File: src/rtl/efsc_regs.vh
/*
  register offsets, status field positions and timing constants of the
  energy freeze, status and checksum block.
  assumes it is included by bare name from the design file.
*/
`ifndef EFSC_REGS_VH
`define EFSC_REGS_VH

// register offsets on the host register port
`define EFSC_ADDR_ENERGY_ACT 7'h29
`define EFSC_ADDR_ENERGY_ACT2 7'h2a
`define EFSC_ADDR_ENERGY_RC 7'h2b
`define EFSC_ADDR_ENERGY_RC2 7'h2c
`define EFSC_ADDR_STATUS 7'h2d

// calibration range covered by the checksum
`define EFSC_CAL_FIRST 5'h00
`define EFSC_CAL_LAST 5'h17
`define EFSC_CAL_LAST_ADDR 7'h17
// single-byte phase calibration registers inside that range
`define EFSC_ADDR_PHASE_CAL_A 5'h0d
`define EFSC_ADDR_PHASE_CAL_B 5'h0e

// status register field positions
`define EFSC_ST_REF_LOW 22
`define EFSC_ST_CHAN_B 21
`define EFSC_ST_NO_CUSTOM 20
`define EFSC_ST_NO_ACTIVE 19
`define EFSC_ST_REV_CUSTOM 18
`define EFSC_ST_REV_ACTIVE 17
`define EFSC_ST_CHK_BUSY 16

// energy register and checksum word values
`define EFSC_ENERGY_ZERO 24'h00_0000
`define EFSC_ENERGY_ONE 24'h00_0001
`define EFSC_ENERGY_FULL 24'hff_ffff
`define EFSC_WORD_ZERO 16'h0000
`define EFSC_BYTE_MASK 16'h00ff
`define EFSC_WORD_MASK 16'hffff

// checksum duration: time in ns, clock period in ns, cycles rounded up
`define EFSC_CHK_TIME_NS 11200
`define EFSC_CLK_PERIOD_NS 10
`define EFSC_CHK_CYCLES ((`EFSC_CHK_TIME_NS + `EFSC_CLK_PERIOD_NS - 1) / `EFSC_CLK_PERIOD_NS)

`endif

File: src/rtl/efsc_top.v
/*
  energy freeze, status and checksum register logic of a metering front end:
  second active energy, reactive or custom energy and its second copy,
  primary active energy, the metering status word and the calibration
  checksum engine.
  assumes a host framing block delivers one-cycle read and write strobes
  with an address, that calibration storage answers cal_rd_addr_out in the
  same cycle, and that pulse and sign inputs come from the metering core.
*/
// Behaviour
// - unfrozen second active energy counts, clears on read
// - frozen: copy active energy, clear primary periodically
// - accumulate mode flags reactive wrap to zero
// - control bit 15 set: reactive clears on read
// - reactive energy counts reactive output pulses
// - reactive or custom source chosen by control two
// - unfrozen second reactive counts, clears on read
// - frozen: copy reactive energy, clear primary periodically
// - status bit 22 shows reference voltage low
// - status bit 21 shows channel B, resets A
// - status bit 20 custom power below start
// - status bit 19 active power below start
// - bit 18 custom sign, updates on reactive pulse
// - bit 17 active sign, updates on active pulse
// - bit 16 busy while checksum computes
// - low sixteen bits checksum, bit 23 zero, read-only
// - checksum is inverted sum of sixteen-bit words
// - phase byte registers enter with zero upper byte
// - checksum covers calibration addresses zero to seventeen hex
// - spi mode with defaults gives documented value
// - uart mode adds read-only upper bits too
// - restart on reset, range write, status read
`timescale 1ns/10ps
`include "efsc_regs.vh"

module efsc_top #(
  parameter CLK_HZ = 100000000,   // system clock rate
  parameter XTAL_HZ = 3579545,    // crystal rate that paces the freeze
  parameter FREEZE_W = 21,        // freeze counter width
  parameter FREEZE_CYCLES = 2097152, // crystal cycles per freeze period
  parameter CHK_CYCLES = `EFSC_CHK_CYCLES // system cycles per checksum
) (
  // clock and reset
  input wire clk_in,
  input wire rst_n_in,
  // host register port
  input wire rd_strobe_in,
  input wire wr_strobe_in,
  input wire [6:0] addr_in,
  output wire [23:0] rd_data_out,
  // control bits
  input wire freeze_select_in,
  input wire metering_control_clr_in,
  input wire metering_control_two_custom_in,
  input wire uart_mode_in,
  // metering core events and levels
  input wire active_pulse_out_in,
  input wire reactive_pulse_out_in,
  input wire active_neg_in,
  input wire custom_neg_in,
  input wire active_below_start_in,
  input wire custom_below_start_in,
  input wire reference_low_flag_in,
  input wire current_channel_indicator_in,
  // calibration storage read port
  output wire [4:0] cal_rd_addr_out,
  input wire [15:0] cal_rd_data_in,
  input wire [15:0] cal_rd_hi_in,
  // events to interrupt flags and source select
  output wire active_overflow_out,
  output wire reactive_overflow_flag_out,
  output wire freeze_event_out,
  output wire custom_source_out
);

  // checksum engine states
  localparam ST_IDLE = 3'b001;
  localparam ST_SUM = 3'b010;
  localparam ST_WAIT = 3'b100;
  localparam CHK_W = 11;           // width of checksum cycle counter
  localparam ACC_W = 28;           // crystal phase accumulator width

  // crystal enable divider
  reg [ACC_W-1:0] xtal_acc_r;      // fractional phase
  reg xtal_tick_r;                 // one-cycle crystal enable
  wire [ACC_W-1:0] xtal_sum;       // phase plus crystal step
  // freeze timing
  reg [FREEZE_W-1:0] freeze_cnt_r; // free-running crystal count
  reg freeze_evt_r;                // registered freeze pulse
  wire freeze_tc;                  // terminal count this cycle
  wire freeze_now;                 // copy and clear this cycle
  // energy registers
  reg [23:0] energy_act_r;         // primary active energy
  reg [23:0] energy_act2_r;        // second active energy
  reg [23:0] energy_rc_r;          // reactive or custom energy
  reg [23:0] energy_rc2_r;         // second reactive or custom energy
  reg act_ovf_r;                   // active wrap pulse
  reg rc_ovf_r;                    // reactive wrap pulse
  // status bits
  reg rev_act_r;                   // active sign latch
  reg rev_custom_r;                // custom sign latch
  reg chk_busy_r;                  // checksum in progress
  reg [15:0] chk_val_r;            // last valid checksum
  // checksum engine
  reg [2:0] chk_state_r;
  reg [2:0] chk_state_nxt;
  reg [4:0] chk_idx_r;             // calibration word being summed
  reg [CHK_W-1:0] chk_cyc_r;       // cycles since start
  reg [15:0] chk_sum_r;            // running word sum
  reg [15:0] chk_word;             // word entering the sum this cycle
  wire chk_restart;                // start a fresh computation
  wire chk_last_cyc;               // computation time elapsed
  // host access decode
  reg [23:0] rd_data_r;            // captured read data
  wire rd_act;
  wire rd_act2;
  wire rd_rc;
  wire rd_rc2;
  wire rd_status;
  wire wr_cal;
  wire [23:0] status_word;

  // address match used by every read decode
  function hit;
    input [6:0] a;
    input [6:0] b;
    begin
      hit = (a == b);
    end
  endfunction

  // single-byte phase registers keep only their low byte
  function is_byte_reg;
    input [4:0] a;
    begin
      is_byte_reg = (a == `EFSC_ADDR_PHASE_CAL_A) || (a == `EFSC_ADDR_PHASE_CAL_B);
    end
  endfunction

  assign rd_act = rd_strobe_in & hit(addr_in, `EFSC_ADDR_ENERGY_ACT);
  assign rd_act2 = rd_strobe_in & hit(addr_in, `EFSC_ADDR_ENERGY_ACT2);
  assign rd_rc = rd_strobe_in & hit(addr_in, `EFSC_ADDR_ENERGY_RC);
  assign rd_rc2 = rd_strobe_in & hit(addr_in, `EFSC_ADDR_ENERGY_RC2);
  assign rd_status = rd_strobe_in & hit(addr_in, `EFSC_ADDR_STATUS);
  // writes only matter for the covered calibration range
  assign wr_cal = wr_strobe_in & (addr_in <= `EFSC_CAL_LAST_ADDR);

  // crystal enable from a fractional accumulator
  assign xtal_sum = xtal_acc_r + XTAL_HZ[ACC_W-1:0];
  always @(posedge clk_in) begin
    if (!rst_n_in) begin
      xtal_acc_r <= {ACC_W{1'b0}};
      xtal_tick_r <= 1'b0;
    end else if (xtal_sum >= CLK_HZ[ACC_W-1:0]) begin
      xtal_acc_r <= xtal_sum - CLK_HZ[ACC_W-1:0];
      xtal_tick_r <= 1'b1;
    end else begin
      xtal_acc_r <= xtal_sum;
      xtal_tick_r <= 1'b0;
    end
  end

  // free-running freeze period counter on crystal ticks
  assign freeze_tc = xtal_tick_r && (freeze_cnt_r == FREEZE_CYCLES[FREEZE_W-1:0] - 1'b1);
  assign freeze_now = freeze_tc & freeze_select_in;
  always @(posedge clk_in) begin
    if (!rst_n_in) begin
      freeze_cnt_r <= {FREEZE_W{1'b0}};
      freeze_evt_r <= 1'b0;
    end else begin
      freeze_evt_r <= freeze_now;
      if (freeze_tc) begin
        freeze_cnt_r <= {FREEZE_W{1'b0}};
      end else if (xtal_tick_r) begin
        freeze_cnt_r <= freeze_cnt_r + 1'b1;
      end
    end
  end

  // primary active energy: counts pulses, cleared on freeze or on read clear
  always @(posedge clk_in) begin
    if (!rst_n_in) begin
      energy_act_r <= `EFSC_ENERGY_ZERO;
      act_ovf_r <= 1'b0;
    end else begin
      act_ovf_r <= active_pulse_out_in & ~metering_control_clr_in &
                   (energy_act_r == `EFSC_ENERGY_FULL);
      if (freeze_now) begin
        // a pulse in the freeze cycle starts the next period
        energy_act_r <= active_pulse_out_in ? `EFSC_ENERGY_ONE : `EFSC_ENERGY_ZERO;
      end else if (rd_act && metering_control_clr_in) begin
        energy_act_r <= active_pulse_out_in ? `EFSC_ENERGY_ONE : `EFSC_ENERGY_ZERO;
      end else if (active_pulse_out_in) begin
        energy_act_r <= energy_act_r + `EFSC_ENERGY_ONE;
      end
    end
  end

  // second active energy: own counter or frozen copy
  always @(posedge clk_in) begin
    if (!rst_n_in) begin
      energy_act2_r <= `EFSC_ENERGY_ZERO;
    end else if (freeze_select_in) begin
      if (freeze_now) begin
        energy_act2_r <= energy_act_r;
      end
    end else if (rd_act2) begin
      // a pulse in the read cycle is kept
      energy_act2_r <= active_pulse_out_in ? `EFSC_ENERGY_ONE : `EFSC_ENERGY_ZERO;
    end else if (active_pulse_out_in) begin
      energy_act2_r <= energy_act2_r + `EFSC_ENERGY_ONE;
    end
  end

  // reactive or custom energy: counts reactive pulses
  always @(posedge clk_in) begin
    if (!rst_n_in) begin
      energy_rc_r <= `EFSC_ENERGY_ZERO;
      rc_ovf_r <= 1'b0;
    end else begin
      // wrap flag only in accumulate mode
      rc_ovf_r <= reactive_pulse_out_in & ~metering_control_clr_in &
                  (energy_rc_r == `EFSC_ENERGY_FULL);
      if (freeze_now) begin
        energy_rc_r <= reactive_pulse_out_in ? `EFSC_ENERGY_ONE : `EFSC_ENERGY_ZERO;
      end else if (rd_rc && metering_control_clr_in) begin
        energy_rc_r <= reactive_pulse_out_in ? `EFSC_ENERGY_ONE : `EFSC_ENERGY_ZERO;
      end else if (reactive_pulse_out_in) begin
        energy_rc_r <= energy_rc_r + `EFSC_ENERGY_ONE;
      end
    end
  end

  // second reactive or custom energy: own counter or frozen copy
  always @(posedge clk_in) begin
    if (!rst_n_in) begin
      energy_rc2_r <= `EFSC_ENERGY_ZERO;
    end else if (freeze_select_in) begin
      if (freeze_now) begin
        energy_rc2_r <= energy_rc_r;
      end
    end else if (rd_rc2) begin
      energy_rc2_r <= reactive_pulse_out_in ? `EFSC_ENERGY_ONE : `EFSC_ENERGY_ZERO;
    end else if (reactive_pulse_out_in) begin
      energy_rc2_r <= energy_rc2_r + `EFSC_ENERGY_ONE;
    end
  end

  // sign latches refresh only when the matching pulse goes out
  always @(posedge clk_in) begin
    if (!rst_n_in) begin
      rev_act_r <= 1'b0;
      rev_custom_r <= 1'b0;
    end else begin
      if (active_pulse_out_in) begin
        rev_act_r <= active_neg_in;
      end
      if (reactive_pulse_out_in) begin
        rev_custom_r <= custom_neg_in;
      end
    end
  end

  // checksum engine control
  assign chk_restart = wr_cal | rd_status;
  assign chk_last_cyc = (chk_cyc_r == CHK_CYCLES[CHK_W-1:0] - 1'b1);
  assign cal_rd_addr_out = chk_idx_r;

  // word entering the sum: byte registers zero extended, uart adds upper bits
  always @* begin
    chk_word = cal_rd_data_in;
    if (is_byte_reg(chk_idx_r)) begin
      chk_word = cal_rd_data_in & `EFSC_BYTE_MASK;
    end
    if (uart_mode_in) begin
      chk_word = chk_word + cal_rd_hi_in;
    end
  end

  // next state of the checksum engine
  always @* begin
    chk_state_nxt = chk_state_r;
    case (chk_state_r)
      ST_IDLE: begin
        chk_state_nxt = ST_IDLE;
      end
      ST_SUM: begin
        // last covered word moves to the wait for the full duration
        if (chk_idx_r == `EFSC_CAL_LAST) begin
          chk_state_nxt = ST_WAIT;
        end
      end
      ST_WAIT: begin
        if (chk_last_cyc) begin
          chk_state_nxt = ST_IDLE;
        end
      end
      default: begin
        chk_state_nxt = ST_IDLE;
      end
    endcase
    if (chk_restart) begin
      chk_state_nxt = ST_SUM;
    end
  end

  // checksum datapath and busy flag
  always @(posedge clk_in) begin
    if (!rst_n_in) begin
      // reset itself starts a computation
      chk_state_r <= ST_SUM;
      chk_idx_r <= `EFSC_CAL_FIRST;
      chk_cyc_r <= {CHK_W{1'b0}};
      chk_sum_r <= `EFSC_WORD_ZERO;
      chk_busy_r <= 1'b1;
      chk_val_r <= `EFSC_WORD_ZERO;
    end else begin
      chk_state_r <= chk_state_nxt;
      if (chk_restart) begin
        chk_idx_r <= `EFSC_CAL_FIRST;
        chk_cyc_r <= {CHK_W{1'b0}};
        chk_sum_r <= `EFSC_WORD_ZERO;
        chk_busy_r <= 1'b1;
      end else begin
        if (chk_state_r != ST_IDLE) begin
          chk_cyc_r <= chk_cyc_r + 1'b1;
        end
        if (chk_state_r == ST_SUM) begin
          chk_sum_r <= chk_sum_r + chk_word;
          chk_idx_r <= (chk_idx_r == `EFSC_CAL_LAST) ? chk_idx_r : chk_idx_r + 1'b1;
        end
        if ((chk_state_r == ST_WAIT) && chk_last_cyc) begin
          chk_val_r <= chk_sum_r ^ `EFSC_WORD_MASK;
          chk_busy_r <= 1'b0;
        end
      end
    end
  end

  // status word, bit 23 fixed at zero
  assign status_word = {1'b0,
                        reference_low_flag_in,
                        current_channel_indicator_in,
                        custom_below_start_in,
                        active_below_start_in,
                        rev_custom_r,
                        rev_act_r,
                        chk_busy_r,
                        chk_val_r};

  // read capture; values are those before any read side effect
  always @(posedge clk_in) begin
    if (!rst_n_in) begin
      rd_data_r <= `EFSC_ENERGY_ZERO;
    end else if (rd_strobe_in) begin
      if (rd_act) begin
        rd_data_r <= energy_act_r;
      end else if (rd_act2) begin
        rd_data_r <= energy_act2_r;
      end else if (rd_rc) begin
        rd_data_r <= energy_rc_r;
      end else if (rd_rc2) begin
        rd_data_r <= energy_rc2_r;
      end else if (rd_status) begin
        rd_data_r <= status_word;
      end else begin
        // other addresses belong to other blocks
        rd_data_r <= `EFSC_ENERGY_ZERO;
      end
    end
  end

  // outputs
  assign rd_data_out = rd_data_r;
  assign active_overflow_out = act_ovf_r;
  assign reactive_overflow_flag_out = rc_ovf_r;
  assign freeze_event_out = freeze_evt_r;
  // source selection passes to the metering core feeding the reactive pulses
  assign custom_source_out = metering_control_two_custom_in;

endmodule // efsc_top

File: config.mk
export PLATFORM = sky130hd
export DESIGN_NAME = efsc_top
export DESIGN_NICKNAME = d
export VERILOG_FILES = /design/src/rtl/efsc_top.v
export VERILOG_INCLUDE_DIRS = /design/src /design/src/rtl
export SDC_FILE = /design/constraint.sdc
export NUM_CORES = 1
export LEC_CHECK = 0
export ABC_AREA = 1
export BUFFER_PORTS_ARGS = -buffer_cell sky130_fd_sc_hd__buf_2
export CAP_MARGIN = 5
export CORE_ASPECT_RATIO = 1.4
export CORE_MARGIN = 3
export CORE_UTILIZATION = 42
export CTS_BUF_LIST = sky130_fd_sc_hd__clkbuf_2
export DETAILED_ROUTE_END_ITERATION = 16
export MAX_ROUTING_LAYER = met4
export SETUP_SLACK_MARGIN = 0.4
export SYNTH_ARGS = -nofsm -noshare
export SYNTH_HDL_FRONTEND = slang
export SYNTH_SLANG_ARGS = --single-unit
File: constraint.sdc
create_clock -name clk_in -period 3.51 [get_ports clk_in]
set_input_delay 0.1755 -clock clk_in [delete_from_list [all_inputs] [get_ports clk_in]]
set_output_delay 0.1755 -clock clk_in [all_outputs]
set_load 0.005 [all_outputs]
==> run_results.csv <==
group,metric,value,unit
yosys,ys_seq_area_share,32.5,%
timing,slew_headroom,42.0,%
global_route,grt_pass1_vias,14300,
clock_tree,cts_max_level,2,
outcome,outcome,"complete, no violations",
timing,timing.fmax,289,MHz
clock_tree,root_buffer,"clkbuf_2",
yosys,synth_xor_area_share,3.00,%
floorplan,die_y,222,um
timing,hold_viol,0,
floorplan,start_util,42.9,%
cells_and_area,area.growth.synth_to_final,19.0,%
yosys,yosysWarnings,0,
timing,rsz0062_at_grt,"yes",
power_and_ir_drop,total_leakage_power,7.17,nW
timing,tightest_slew,0.869,ns
yosys,yosysTopAreaCellShare,32.5,%
global_route,grt_util_all_layers,24.7,%
setup_path,end_kind,"flop",
route,drt_iter0_drc,1014,
clock_tree,cts_sinks,227,
yosys,ys_async_sr_fraction,0,%
global_route,grt_first_pass_wirelength,71.0,mm
timing,fin_ws,0.0554,ns
global_route,gr-total-overflow,0,
yosys,synth_mux_area_share,0,%
power_and_ir_drop,power_density,424,nW/um2
floorplan,boundaryPins,88,
cells_and_area,layout_commonest_cell,"nand2_1",
floorplan,dieWidth,160,um
yosys,synthAdderAreaFrac,4.22,%
yosys,synth_compound_area_share,19.2,%
placed_design,pre_cts_slack,-0.0725,ns
yosys,ys_types,59,
placed_design,dp_hpwl,32.4,mm
yosys,syn_inst,2147,
yosys,synth_nets,2248,
yosys,synth-simple-area-share,31.7,%
clock_tree,cts_buffers,60,
yosys,avgSynthCellArea,6.51,um2
yosys,synth_edf_count,0,
global_route,antenna_found_initial,1,
route,first_pass_iters,6,
clock_tree,clk_pin_slew_worst_paths,0.12,ns
route,drt_wl_total,44.1,mm
cells_and_area,final_cell_mix,"nand2_1, inv_1, nor2_1",
timing,clock_skew,0.126,ns
yosys,yosysTopAreaCell,"dfxtp_1",
yosys,synth_top_family_by_area,"simple AND/OR/NAND/NOR gates",
power_and_ir_drop,ir_drop,0.354,mV
clock_tree,insertion_delay,0.97,ns
route,via_per_inst,5.32,
route,vias,15100,
timing,post-route-min-period,3.45,ns
setup_path,path_class,"flop to flop",
timing,setup_viol,0,
placed_design,port_buffers,85,
power_and_ir_drop,fin_total_pwr,0.00705,W
cells_and_area,drive_above_1_share,15.5,%
timing,report.final.slew_viol_count,0,
setup_path,worstPathArrival,4.21,ns
clock_tree,cts_tree,"done",
flow_run,cap_violations,0,
floorplan,fp-row-count,78,
placed_design,finalWeightedCongestion,0.934,
yosys,ys.flop_type,"dfxtp_1",
clock_tree,cts_max_path_buffers,3,
yosys,synth_area,14000,um2
yosys,yosys-top-cells-area,"dfxtp_1, nand2_1, inv_1",
floorplan,dieArea,35500,um2
hold_path,hp-class,"primary input to flop",
setup_path,startpoint_type,"flop",
setup_path,cp_data_required_time,4.27,ns
global_route,grt_start_max_net_pins,82,
route,drc,0,
route,antenna_left,0,
setup_path,path_max_fanout,5,
floorplan,design.core.area,32600,um2
yosys,yosys_register_bits,227,
route,routedWlPerCell,15.6,um
timing,fin_crit_sh,98.4,%
cells_and_area,final_net_count,2442,
## routing by layer
layer | vias to the layer above | track usage (%) | share of wire, %
li1 | 7610 | - | -
met1 | 6860 | 28.0 | 41
met2 | 464 | 43.5 | 50
met3 | 125 | 3.29 | 5.2
met4 | 0 | 10.4 | 4.1
met5 | - | - | 0
## power by group
group / total (W) / leakage (nW) / switching, W / internal, W
Clock: 0.00194 / 0.440 / 0.00116 / 0.000787
Combinational: 0.00215 / 4.88 / 0.00126 / 0.000890
Sequential: 0.00296 / 1.85 / 0.000201 / 0.00276
## worst max-delay path, cell delays in order, from the launching register on
cell and delay, ns:
dfxtp_2 0.39, inv_2 0.06, ha_4 0.16, nor2_4 0.09
nor2_2 0.05, nand2_4 0.11, inv_6 0.06, nor2_4 0.10
ha_4 0.22, a21oi_4 0.17, o21ai_2 0.09, a21oi_2 0.18
o21bai_1 0.12, xor2_1 0.16, o21ai_1 0.13, ha_1 0.28
inv_2 0.12, nor3_2 0.06, o21ai_1 0.07, o311ai_1 0.12
a21oi_1 0.18, nand3_1 0.12, a31oi_1 0.15, nor2_1 0.06
## flip-flops by register name, indices dropped and copies added (netlist names), 3 cells and up
signal           count
chk_cyc_r           11
chk_state_r          3
rd_data_out         24
freeze_cnt_r        21
energy_rc_r         24
cal_rd_addr_out      5
chk_sum_r           16
chk_val_r           16
xtal_acc_r          28
energy_act_r        24
energy_rc2_r        24
energy_act2_r       24
## metrics by stage
step	instances	TNS [ns]	util, %	hold slack (ns)	instance area (um2)
floorplan	2147	0	-	0.253	14000
global placement	2649	-0.101	46.3	0.351	15100
detailed placement	2649	-0.121	46.3	0.351	15100
CTS	2821	-0.0321	50.4	0.00301	16400
global route	2829	-0.541	51.0	0.0156	16600
finish	2829	0	51.0	0.120	16600
## what timing repair did
action | 4_1_cts | 5_1_grt
gates resized for setup | 46 | 45
pin swaps | 25 | 24
setup buffers | 8 | 6
setup endpoints to repair | 24 | 49
endpoints found under the hold margin | 160 | 0
hold buffers | 56 | 0
## cell type report
class                      instances  area [um2]
multi-input combinational       1579        8470
antenna                            2        5.00
inverter                         277        1050
clock inverter                    15        98.8
timing repair buffer             196        1440
fill                            3437       16000
sequential                       227        4560
tap                              440         551
clock buffer                      93         465
## logic make-up (layout without fill, tap and decap cells)
kind of cell / count (synthesis) / count (layout)
compound gates: 464 / 464
xor+xnor: 47 / 47
fa+ha+maj: 46 / 46
buf+inv: 341 / 581
flops: 227 / 227
other cells: 0 / 2
simple gates: 1022 / 1022
## synthesized netlist by cell type (all sizes together), types with 2 or more instances
cell type,number
a211oi,9
a21boi,3
a21o,3
a21oi,188
a221oi,31
a22oi,4
a31o,2
a31oi,23
and3,4
buf,9
clkbuf,55
clkinv,4
dfxtp,227
fa,2
ha,44
inv,273
nand2,493
nand3,131
nand3b,8
nand4,33
nor2,269
nor3,51
nor3b,5
nor4,17
o2111ai,14
o211ai,3
o21ai,151
o221a,2
o221ai,7
o22ai,9
o31ai,5
o41ai,2
or2,11
xnor2,14
xor2,33
## final timing paths
| kind | endpoint | from | depth (start not counted) | slack (ns) |
|---|---|---|---|---|
| setup / recovery | chk_sum_r[15]$_SDFFE_PP0P_ | cal_rd_addr_out[1]$_SDFFE_PP0P_ | 23 | 0.06 |
| hold / removal | energy_rc_r[5]$_SDFFE_PN0P_ | reactive_pulse_out_in | 3 | 0.12 |
| setup reg to reg | chk_sum_r[15]$_SDFFE_PP0P_ | cal_rd_addr_out[1]$_SDFFE_PP0P_ | 23 | 0.06 |
| hold reg to reg | xtal_acc_r[0]$_SDFF_PN0_ | xtal_acc_r[0]$_SDFF_PN0_ | 1 | 0.47 |
(Power assumes the default switching activity.)
